[src/hw/rstc_consts.vh]
// Constants for the reversible shifter and table comparator block
`ifndef RSTC_CONSTS_VH
`define RSTC_CONSTS_VH
`define RSTC_CTL_DIR_BIT     12
`define RSTC_CTL_SIN_BIT     13
`define RSTC_CTL_EN_BIT      14
`define RSTC_CTL_CLR_BIT     15
`define RSTC_TABLE_WORDS     16
`define RSTC_TABLE_AW        4
`define RSTC_WORD_RESET      16'h0000
`define RSTC_CARRY_RESET     1'b0
`define RSTC_ADR_CTRL        8'h00
`define RSTC_ADR_FIRST       8'h04
`define RSTC_ADR_LAST        8'h08
`define RSTC_ADR_CMD         8'h0c
`define RSTC_ADR_STATUS      8'h10
`define RSTC_ADR_CVAL        8'h14
`define RSTC_ADR_RESULT      8'h18
`define RSTC_ADR_CHAIN_BASE  8'h40
`define RSTC_ADR_TABLE_BASE  8'h80
`define RSTC_CMD_SHIFT_BIT   0
`define RSTC_CMD_CMP_BIT     1
`define RSTC_CMD_COND_BIT    2
`endif

[src/hw/rstc_word_mem.v]
// Word memory with registered read data, used for table storage
`timescale 1ns/10ps
module rstc_word_mem #(
   parameter DW = 16,
   parameter AW = 4
) (
   input  wire          clk_i,
   input  wire          we_i,
   input  wire [AW-1:0] waddr_i,
   input  wire [DW-1:0] wdata_i,
   input  wire [AW-1:0] raddr_i,
   output reg  [DW-1:0] rdata_o
);
   reg [DW-1:0] mem [0:(1<<AW)-1];

   // Write port and registered read port
   always @(posedge clk_i) begin
      if (we_i) begin
         mem[waddr_i] <= wdata_i;
      end
      rdata_o <= mem[raddr_i];
   end
endmodule

[src/hw/rstc_top.v]
// Reversible multi-word shifter and 16-word table comparator, Wishbone slave
//
// Overview of operation
// - Words first through last form one bit chain, moved one place per enabled run.
// - Control bit 12 zero shifts right, one shifts left.
// - Control bit 13 enters the vacated end; the bit pushed out goes to carry.
// - Control bit 14 zero leaves chain and carry unchanged except by a clear (bit 15).
// - Control bit 15 with true input condition clears all chain words and carry.
// - Compare value is matched against each of 16 consecutive table words.
// - Result bit is one on agreement, zero otherwise.
`timescale 1ns/10ps
`include "rstc_consts.vh"
module rstc_top #(
   parameter CHAIN_AW = 4
) (
   input  wire        clk_i,
   input  wire        rst_i,
   input  wire        cyc_i,
   input  wire        stb_i,
   input  wire        we_i,
   input  wire [7:0]  adr_i,
   input  wire [3:0]  sel_i,
   input  wire [31:0] dat_i,
   output reg  [31:0] dat_o,
   output wire        ack_o,
   output wire        busy_o,
   output wire        carry_flag_o
);
   localparam NW = (1 << CHAIN_AW);
   // One-hot engine states
   localparam [3:0] S_IDLE = 4'b0001;
   localparam [3:0] S_SHIFT = 4'b0010;
   localparam [3:0] S_CLEAR = 4'b0100;
   localparam [3:0] S_CMP  = 4'b1000;
   localparam [4:0] TBL_END = `RSTC_TABLE_WORDS;

   reg [15:0]         ctrl_reg;
   reg [CHAIN_AW-1:0] first_word_reg;
   reg [CHAIN_AW-1:0] last_word_reg;
   reg [15:0]         compare_value_reg;
   reg [15:0]         result_reg;
   reg                carry_flag_reg;
   reg [3:0]          state_reg;
   reg [CHAIN_AW-1:0] idx_reg;
   reg [3:0]          state_next;
   reg                inbit_reg;
   reg [4:0]          tidx_reg;
   reg                ack_reg;
   // All chain words side by side, 16 bits per word
   wire [16*NW-1:0]   chain_flat;

   // Bus decode; a request counts once, while ack is still low
   wire bus_req = cyc_i & stb_i & ~ack_reg;
   wire wr_req  = bus_req & we_i & sel_i[0] & sel_i[1];
   wire idle    = state_reg == S_IDLE;
   wire dir_left = ctrl_reg[`RSTC_CTL_DIR_BIT];

   assign ack_o        = ack_reg;
   assign busy_o       = ~idle;
   assign carry_flag_o = carry_flag_reg;

   // Table write decode; table writes go to the memory module
   wire tbl_hit = adr_i[7:6] == 2'b10;
   wire tbl_we  = wr_req & tbl_hit & idle;
   wire [15:0] tbl_q;
   // Table is write-only on the bus, so the compare walk owns the read port
   wire [3:0]  tbl_raddr = tidx_reg[3:0];

   rstc_word_mem #(
      .DW      (16),
      .AW      (`RSTC_TABLE_AW)
   ) u_table (
      .clk_i   (clk_i),
      .we_i    (tbl_we),
      .waddr_i (adr_i[5:2]),
      .wdata_i (dat_i[15:0]),
      .raddr_i (tbl_raddr),
      .rdata_o (tbl_q)
   );

   // Chain index and next word position when walking
   wire [CHAIN_AW-1:0] end_idx = dir_left ? first_word_reg : last_word_reg;
   wire [CHAIN_AW-1:0] stop_idx = dir_left ? last_word_reg : first_word_reg;
   wire [15:0]         cw = chain_flat[16*idx_reg +: 16];
   // Left walks first to last, bit 15 into the next word's bit 0; right walks back
   wire [15:0] shifted = dir_left ? {cw[14:0], inbit_reg} : {inbit_reg, cw[15:1]};
   wire        outbit  = dir_left ? cw[15] : cw[0];
   wire        chain_hit = adr_i[7:6] == 2'b01;
   wire [CHAIN_AW-1:0] chain_idx = adr_i[CHAIN_AW+1:2];

   // Bus ack: one wait-free cycle, dropped the cycle after
   always @(posedge clk_i) begin
      if (rst_i) begin
         ack_reg <= 1'b0;
      end else begin
         ack_reg <= bus_req;
      end
   end

   // Registered read data mux
   always @(posedge clk_i) begin
      if (rst_i) begin
         dat_o <= 32'h0000_0000;
      end else if (bus_req & ~we_i) begin
         case (adr_i)
            `RSTC_ADR_CTRL:   dat_o <= {16'h0000, ctrl_reg};
            `RSTC_ADR_FIRST:  dat_o <= {{(32-CHAIN_AW){1'b0}}, first_word_reg};
            `RSTC_ADR_LAST:   dat_o <= {{(32-CHAIN_AW){1'b0}}, last_word_reg};
            `RSTC_ADR_STATUS: dat_o <= {30'h0, busy_o, carry_flag_reg};
            `RSTC_ADR_CVAL:   dat_o <= {16'h0000, compare_value_reg};
            `RSTC_ADR_RESULT: dat_o <= {16'h0000, result_reg};
            default: begin
               if (chain_hit) begin
                  dat_o <= {16'h0000, chain_flat[16*chain_idx +: 16]};
               end else begin
                  dat_o <= 32'h0000_0000;
               end
            end
         endcase
      end
   end

   // Software-written configuration registers
   always @(posedge clk_i) begin
      if (rst_i) begin
         ctrl_reg          <= 16'h0000;
         first_word_reg    <= {CHAIN_AW{1'b0}};
         last_word_reg     <= {CHAIN_AW{1'b0}};
         compare_value_reg <= 16'h0000;
      end else if (wr_req & idle) begin
         case (adr_i)
            `RSTC_ADR_CTRL:  ctrl_reg          <= dat_i[15:0];
            `RSTC_ADR_FIRST: first_word_reg    <= dat_i[CHAIN_AW-1:0];
            `RSTC_ADR_LAST:  last_word_reg     <= dat_i[CHAIN_AW-1:0];
            `RSTC_ADR_CVAL:  compare_value_reg <= dat_i[15:0];
            default: ;
         endcase
      end
   end

   // Command decode
   wire cmd_wr   = wr_req & idle & (adr_i == `RSTC_ADR_CMD);
   wire do_shift = cmd_wr & dat_i[`RSTC_CMD_SHIFT_BIT];
   wire do_cmp   = cmd_wr & dat_i[`RSTC_CMD_CMP_BIT];
   wire cond     = dat_i[`RSTC_CMD_COND_BIT];
   wire clr_req  = ctrl_reg[`RSTC_CTL_CLR_BIT] & cond;
   wire en_req   = ctrl_reg[`RSTC_CTL_EN_BIT];

   // Limits: one command at a time; writes while busy are acked but dropped,
   // so software polls busy first. A first word above the last is not
   // caught here: the walk then wraps round the word index.

   // Engine phase and start decode; starts are idle-only via the command decode
   wire shifting    = state_reg == S_SHIFT;
   wire clearing    = state_reg == S_CLEAR;
   wire comparing   = state_reg == S_CMP;
   wire start_clr   = do_shift & clr_req;
   wire start_shift = do_shift & ~clr_req & en_req;
   wire start_cmp   = do_cmp & ~start_clr & ~start_shift;

   // End points and the per-entry match
   wire walk_done   = idx_reg == stop_idx;
   wire cmp_done    = tidx_reg == TBL_END;
   wire tbl_match   = tbl_q == compare_value_reg;
   wire chain_wr    = wr_req & chain_hit & idle;

   // Next engine state; a shift walks last-first+1 words, a compare takes
   // one cycle per entry plus one for the memory's registered read
   always @* begin
      state_next = state_reg;
      case (state_reg)
         S_IDLE: begin
            // Clear outranks shift, shift outranks compare
            if (start_clr) begin
               state_next = S_CLEAR;
            end else if (start_shift) begin
               state_next = S_SHIFT;
            end else if (start_cmp) begin
               state_next = S_CMP;
            end
         end
         S_CLEAR: begin
            state_next = S_IDLE;
         end
         S_SHIFT: begin
            if (walk_done) begin
               state_next = S_IDLE;
            end
         end
         S_CMP: begin
            // Index 16 collects the late read of entry 15
            if (cmp_done) begin
               state_next = S_IDLE;
            end
         end
         default: begin
            state_next = S_IDLE;
         end
      endcase
   end

   // Engine state register
   always @(posedge clk_i) begin
      if (rst_i) begin
         state_reg <= S_IDLE;
      end else begin
         state_reg <= state_next;
      end
   end

   // Walk position: starts at the entry end, steps toward the far end;
   // it stops on the far word so a stale index never wraps
   always @(posedge clk_i) begin
      if (rst_i) begin
         idx_reg <= {CHAIN_AW{1'b0}};
      end else if (start_shift) begin
         idx_reg <= end_idx;
      end else if (shifting & ~walk_done) begin
         if (dir_left) begin
            idx_reg <= idx_reg + 1'b1;
         end else begin
            idx_reg <= idx_reg - 1'b1;
         end
      end
   end

   // Bit handed from one word to the next; serial input for the entry word
   always @(posedge clk_i) begin
      if (rst_i) begin
         inbit_reg <= 1'b0;
      end else if (start_shift) begin
         inbit_reg <= ctrl_reg[`RSTC_CTL_SIN_BIT];
      end else if (shifting) begin
         inbit_reg <= outbit;
      end
   end

   // Carry: bit pushed out of the far word, zeroed by a clear;
   // a disabled shift never reaches here, so carry holds
   always @(posedge clk_i) begin
      if (rst_i) begin
         carry_flag_reg <= `RSTC_CARRY_RESET;
      end else if (clearing) begin
         carry_flag_reg <= 1'b0;
      end else if (shifting & walk_done) begin
         carry_flag_reg <= outbit;
      end
   end

   // Table index; runs one past the last entry to collect its late read,
   // then rests at 16, whose low bits point at entry 0 for the next start
   always @(posedge clk_i) begin
      if (rst_i) begin
         tidx_reg <= 5'h00;
      end else if (start_cmp) begin
         tidx_reg <= 5'h00;
      end else if (comparing & ~cmp_done) begin
         tidx_reg <= tidx_reg + 5'h01;
      end
   end

   // Result bits: the memory answers one cycle after the index, so entry k
   // lands on bit k while the index reads k+1
   always @(posedge clk_i) begin
      if (rst_i) begin
         result_reg <= 16'h0000;
      end else if (comparing & (tidx_reg != 5'h00)) begin
         result_reg[tidx_reg[3:0] - 4'h1] <= tbl_match;
      end
   end

   // Chain words live in flops, not the memory module: a clear must zero the
   // whole range in one cycle, which a single-port memory cannot do.
   // Words outside first..last are not part of the chain and keep their value.
   genvar g;
   generate
      for (g = 0; g < NW; g = g + 1) begin : g_chain
         reg  [15:0] word_reg;
         wire        in_range;
         wire        shift_load;
         wire        bus_load;
         assign in_range   = (g >= first_word_reg) && (g <= last_word_reg);
         assign shift_load = shifting & (idx_reg == g);
         assign bus_load   = chain_wr & (chain_idx == g);
         // Clear first, then the shift walk, then software loads
         always @(posedge clk_i) begin
            if (rst_i) begin
               word_reg <= `RSTC_WORD_RESET;
            end else if (clearing & in_range) begin
               word_reg <= `RSTC_WORD_RESET;
            end else if (shift_load) begin
               word_reg <= shifted;
            end else if (bus_load) begin
               word_reg <= dat_i[15:0];
            end
         end
         assign chain_flat[16*g +: 16] = word_reg;
      end
   endgenerate
endmodule

[config.mk]
export PLATFORM = sky130hd
export DESIGN_NAME = rstc_top
export DESIGN_NICKNAME = d
export VERILOG_FILES = /design/src/hw/rstc_word_mem.v /design/src/hw/rstc_top.v
export VERILOG_INCLUDE_DIRS = /design/src /design/src/hw
export SDC_FILE = /design/constraint.sdc
export NUM_CORES = 1
export LEC_CHECK = 0
export BUFFER_PORTS_ARGS = -buffer_cell sky130_fd_sc_hd__buf_2
export CAP_MARGIN = 20
export CORE_MARGIN = 5
export CORE_UTILIZATION = 40
export CTS_CLUSTER_SIZE = 20
export DETAILED_ROUTE_END_ITERATION = 12
export GPL_TIMING_DRIVEN = 0
export PLACE_DENSITY = 0.56
export SLEW_MARGIN = 20
export SYNTH_ARGS = -nofsm -noshare
export SYNTH_HDL_FRONTEND = slang
export SYNTH_HIERARCHICAL = 1
export SYNTH_SLANG_ARGS = --single-unit
[constraint.sdc]
create_clock -name clk_i -period 3.7 [get_ports clk_i]
set_input_delay 0.37 -clock clk_i [delete_from_list [all_inputs] [get_ports clk_i]]
set_output_delay 0.37 -clock clk_i [all_outputs]
set_load 0.03 [all_outputs]
==> run metrics <==
outcome=complete, no violations; Die ar.=81100 um^2; critical path cell sequence=buf_4 -> buf_2 -> mux4_2 -> mux2i_1 -> o2bb2ai_1 -> nor2_1 -> buf_2 -> o22ai_1; clock-pin slew on the worst setup and hold paths=0.06 ns; Most common cell on crit path=buf_2; Final Setup Violations=0; clk_skew=roughly 0.039 ns; smallest hold slack=0.137 ns; cell with the largest stage delay on the worst path=mux4_2; diode count=0; post-synthesis compound-gate area fraction=13.6%; minimum clock period=between 3 and 4 ns; Avg WL per Cell=30.7 um; Worst Tran Pin Value=1.20 ns; Crit. End Element=register; Core ar.=around 75000 um^2; fmax=270 MHz; number of global-route vias before repair=about 23000; Max stage delay on crit path=0.57 ns; Antenna Violating Nets Remaining=0; CP arrival=4.19 ns; Crit Path Class=reg2reg; CTS Buffer Depth=3; dpl ws=-0.513 ns; initial antenna violation count=1; largest net degree at the start of global routing=21; period utilization=between 90% and 100%; Max-Cap Viols=0; Cell Area, Synth=30200 um^2; row count=100; Post-Synth Adder-Cell Area=0.456%; Nets=between 2000 and 3000; crit-path max FO=10; simple-gate area share of the yosys netlist=7.56%; Relative slew margins=19.8%; Req. time, crit path=4.19 ns; final worst setup slack=0.00140 ns; Iter 0 DRT Violations=2989; routed vias=around 23000; CP startpoint kind=register; Distinct cells, synth=90; Post-Synth XOR/XNOR Area=less than 1%; CTS Sinks=616; setup_tns=0 ns; EDFF count, synth=256; Synth-to-Final Area Change=14.4%; Initial Utilization=approximately 40%; first-pass iteration count of the detailed router=6; Die W=285 um; pwr/cell area=429 nW/um^2; mux contribution to synthesized area=23.9%; post-synth top area cell=edfxtp_1; Num CTS Buffers=70; Overall Global Routing Usage=27.0%; layout cells sized above 1=between 20% and 30%; total routed wirelength=112000 um; Syn Inst Count=between 2000 and 2500; worst skew pair latency=approximately 0.65 ns; HP Class=in2reg; H-tree depth=3; first-pass GRT wire length=163000 um; CTS Root Cell=clkbuf_16; Yosys warnings=6; largest family of logic cells by synthesized area=multiplexers; Fillers=a little under 7000; Hold Vio Cnt, Final=0; die height=285 um; Async S/R FF share, synth=0%; HPWL after DPL=84200 um; RD Place Congestion=a little under 1; sequential-to-total area share from yosys stat=roughly half; RSZ-0062 raised after global routing=false; I/O Pins=84; VDD IR max=0.000418 V; Seq cells post-synth=616; top area cells in the synthesized netlist=edfxtp_1 (25%), dfxtp_1 (24%), mux4_2 (13%), mux2i_1 (8.8%), o22ai_1 (3.7%); Slew Viols, Final=0; Mean Syn Cell Area=12.2 um^2; top cell type's share of synthesized area=about a quarter; GRT overflow=0; drt drc=0; vias per cell=6.41; LEAKAGE=12.0 nW; CTS tree=done; PortBufs=49; predominant post-synthesis flop cell=dfxtp_1
[path summary, 6_finish.rpt]
| path | slack [ns] | depth (start not counted) | to | startpoint |
|---|---|---|---|---|
| setup reg to reg | 0.001 | 8 | g_chain[14].word_reg[11] | idx_reg[1] |
| setup / recovery | 0.001 | 8 | g_chain[14].word_reg[11] | idx_reg[1] |
| hold / removal | 0.14 | 1 | u_table/mem[1][7] | dat_i[7] |
| hold reg to reg | 0.46 | 2 | ctrl_reg[5] | ctrl_reg[5] |
[logic make-up after synthesis]
group	count (synthesis)
AOI/OAI and AO/OA	594
xor gates and xnor gates	25
adders and majority gates	11
buffers and inverters	295
DFF	616
muxes	478
other	1
and+or+nand+nor	463
[routing by layer]
| layer | part of all wire, % | GRT usage (%) | wire, um | vias to the layer above |
|---|---|---|---|---|
| met3 | 8.9 | 5.62 | 10000 | 272 |
| met2 | 45 | 41.7 | 50300 | 1299 |
| met5 | 0 | 0 | 0 | - |
| li1 | - | - | - | 9998 |
| met4 | 5.4 | 13.0 | 6070 | 0 |
| met1 | 41 | 36.5 | 46100 | 11900 |
[cells in the mapped netlist (6+ instances only)]
cell,n
mux4_2,179
o221ai_1,28
and3_1,19
buf_6,7
mux4_1,10
nor4_1,6
a21oi_1,94
a211oi_1,23
nor2b_1,12
nand2b_1,14
o211a_1,17
buf_1,11
clkbuf_1,145
edfxtp_1,256
nand2_1,209
a31o_2,7
a22o_1,6
and2_1,7
nor2_1,95
nand4_1,10
xnor2_1,23
o21ai_0,47
nor3_1,19
nand3_1,20
a221o_1,10
o22ai_2,10
buf_2,56
dfxtp_1,360
mux2i_1,267
inv_1,42
buf_4,31
mux2_2,22
a22oi_1,90
o22ai_1,181
a21boi_0,6
ha_1,11
a31oi_1,14
a222oi_1,10
[critical path: cells and delay by family (launching register included)]
family	cells	cell delay, ns
compound gates	2	0.29
flops	1	0.44
simple gates	1	0.54
buf+inv	3	1.15
mux	2	1.12
[area by class of cell]
cell class,instances,area (um^2),area share (%)
multi-input combinational,1587,14200,41.1
clock buffer,89,1900,5.49
timing repair buffer,72,497,1.44
inverter,44,165,0.478
tap,969,1210,3.51
clock inverter,38,482,1.39
buffer,250,1190,3.45
sequential,616,14900,43.1
[cell usage in the layout (no fill, tap or decap), types with 22 or more instances in the layout]
cell       synthesis  routed
a21oi_1           94      94
a22oi_1           90      89
buf_2             56     106
buf_4             31      38
clkbuf_1         145     146
clkbuf_16          0      70
dfxtp_1          360     360
edfxtp_1         256     256
inv_1             42      42
mux2_2            22      22
mux2i_1          267     266
mux4_2           179     179
nand2_1          209     209
nor2_1            95      82
o21ai_0           47      47
o221ai_1          28      28
o22ai_1          181     181
xnor2_1           23      23
[where the power goes]
group | switching, W | internal (W)
registers | 0.00000563 | 0.00708
logic | 0.000449 | 0.000133
clock network | 0.00303 | 0.00412
[repair_timing]
item                                    CTS  global route
setup buffers                             0             1
endpoints found under the setup margin  250           149
hold buffers                              0             0
gates resized for setup                  11            24
endpoints found under the hold margin     0             0
[through the flow]
stage | instances | util (%) | total power, W | area [um^2]
finish | 3665 | 46.2 | 0.0148 | 34500
global route | 3665 | 46.2 | 0.0152 | 34500
CTS | 3664 | 46.1 | 0.0149 | 34500
detailed placement | 3538 | 42.9 | 0.00779 | 32000
global placement | 3516 | 42.5 | 0.00778 | 31700
floorplan | 2498 | - | 0.00753 | 30300
(Power assumes the default switching activity.)
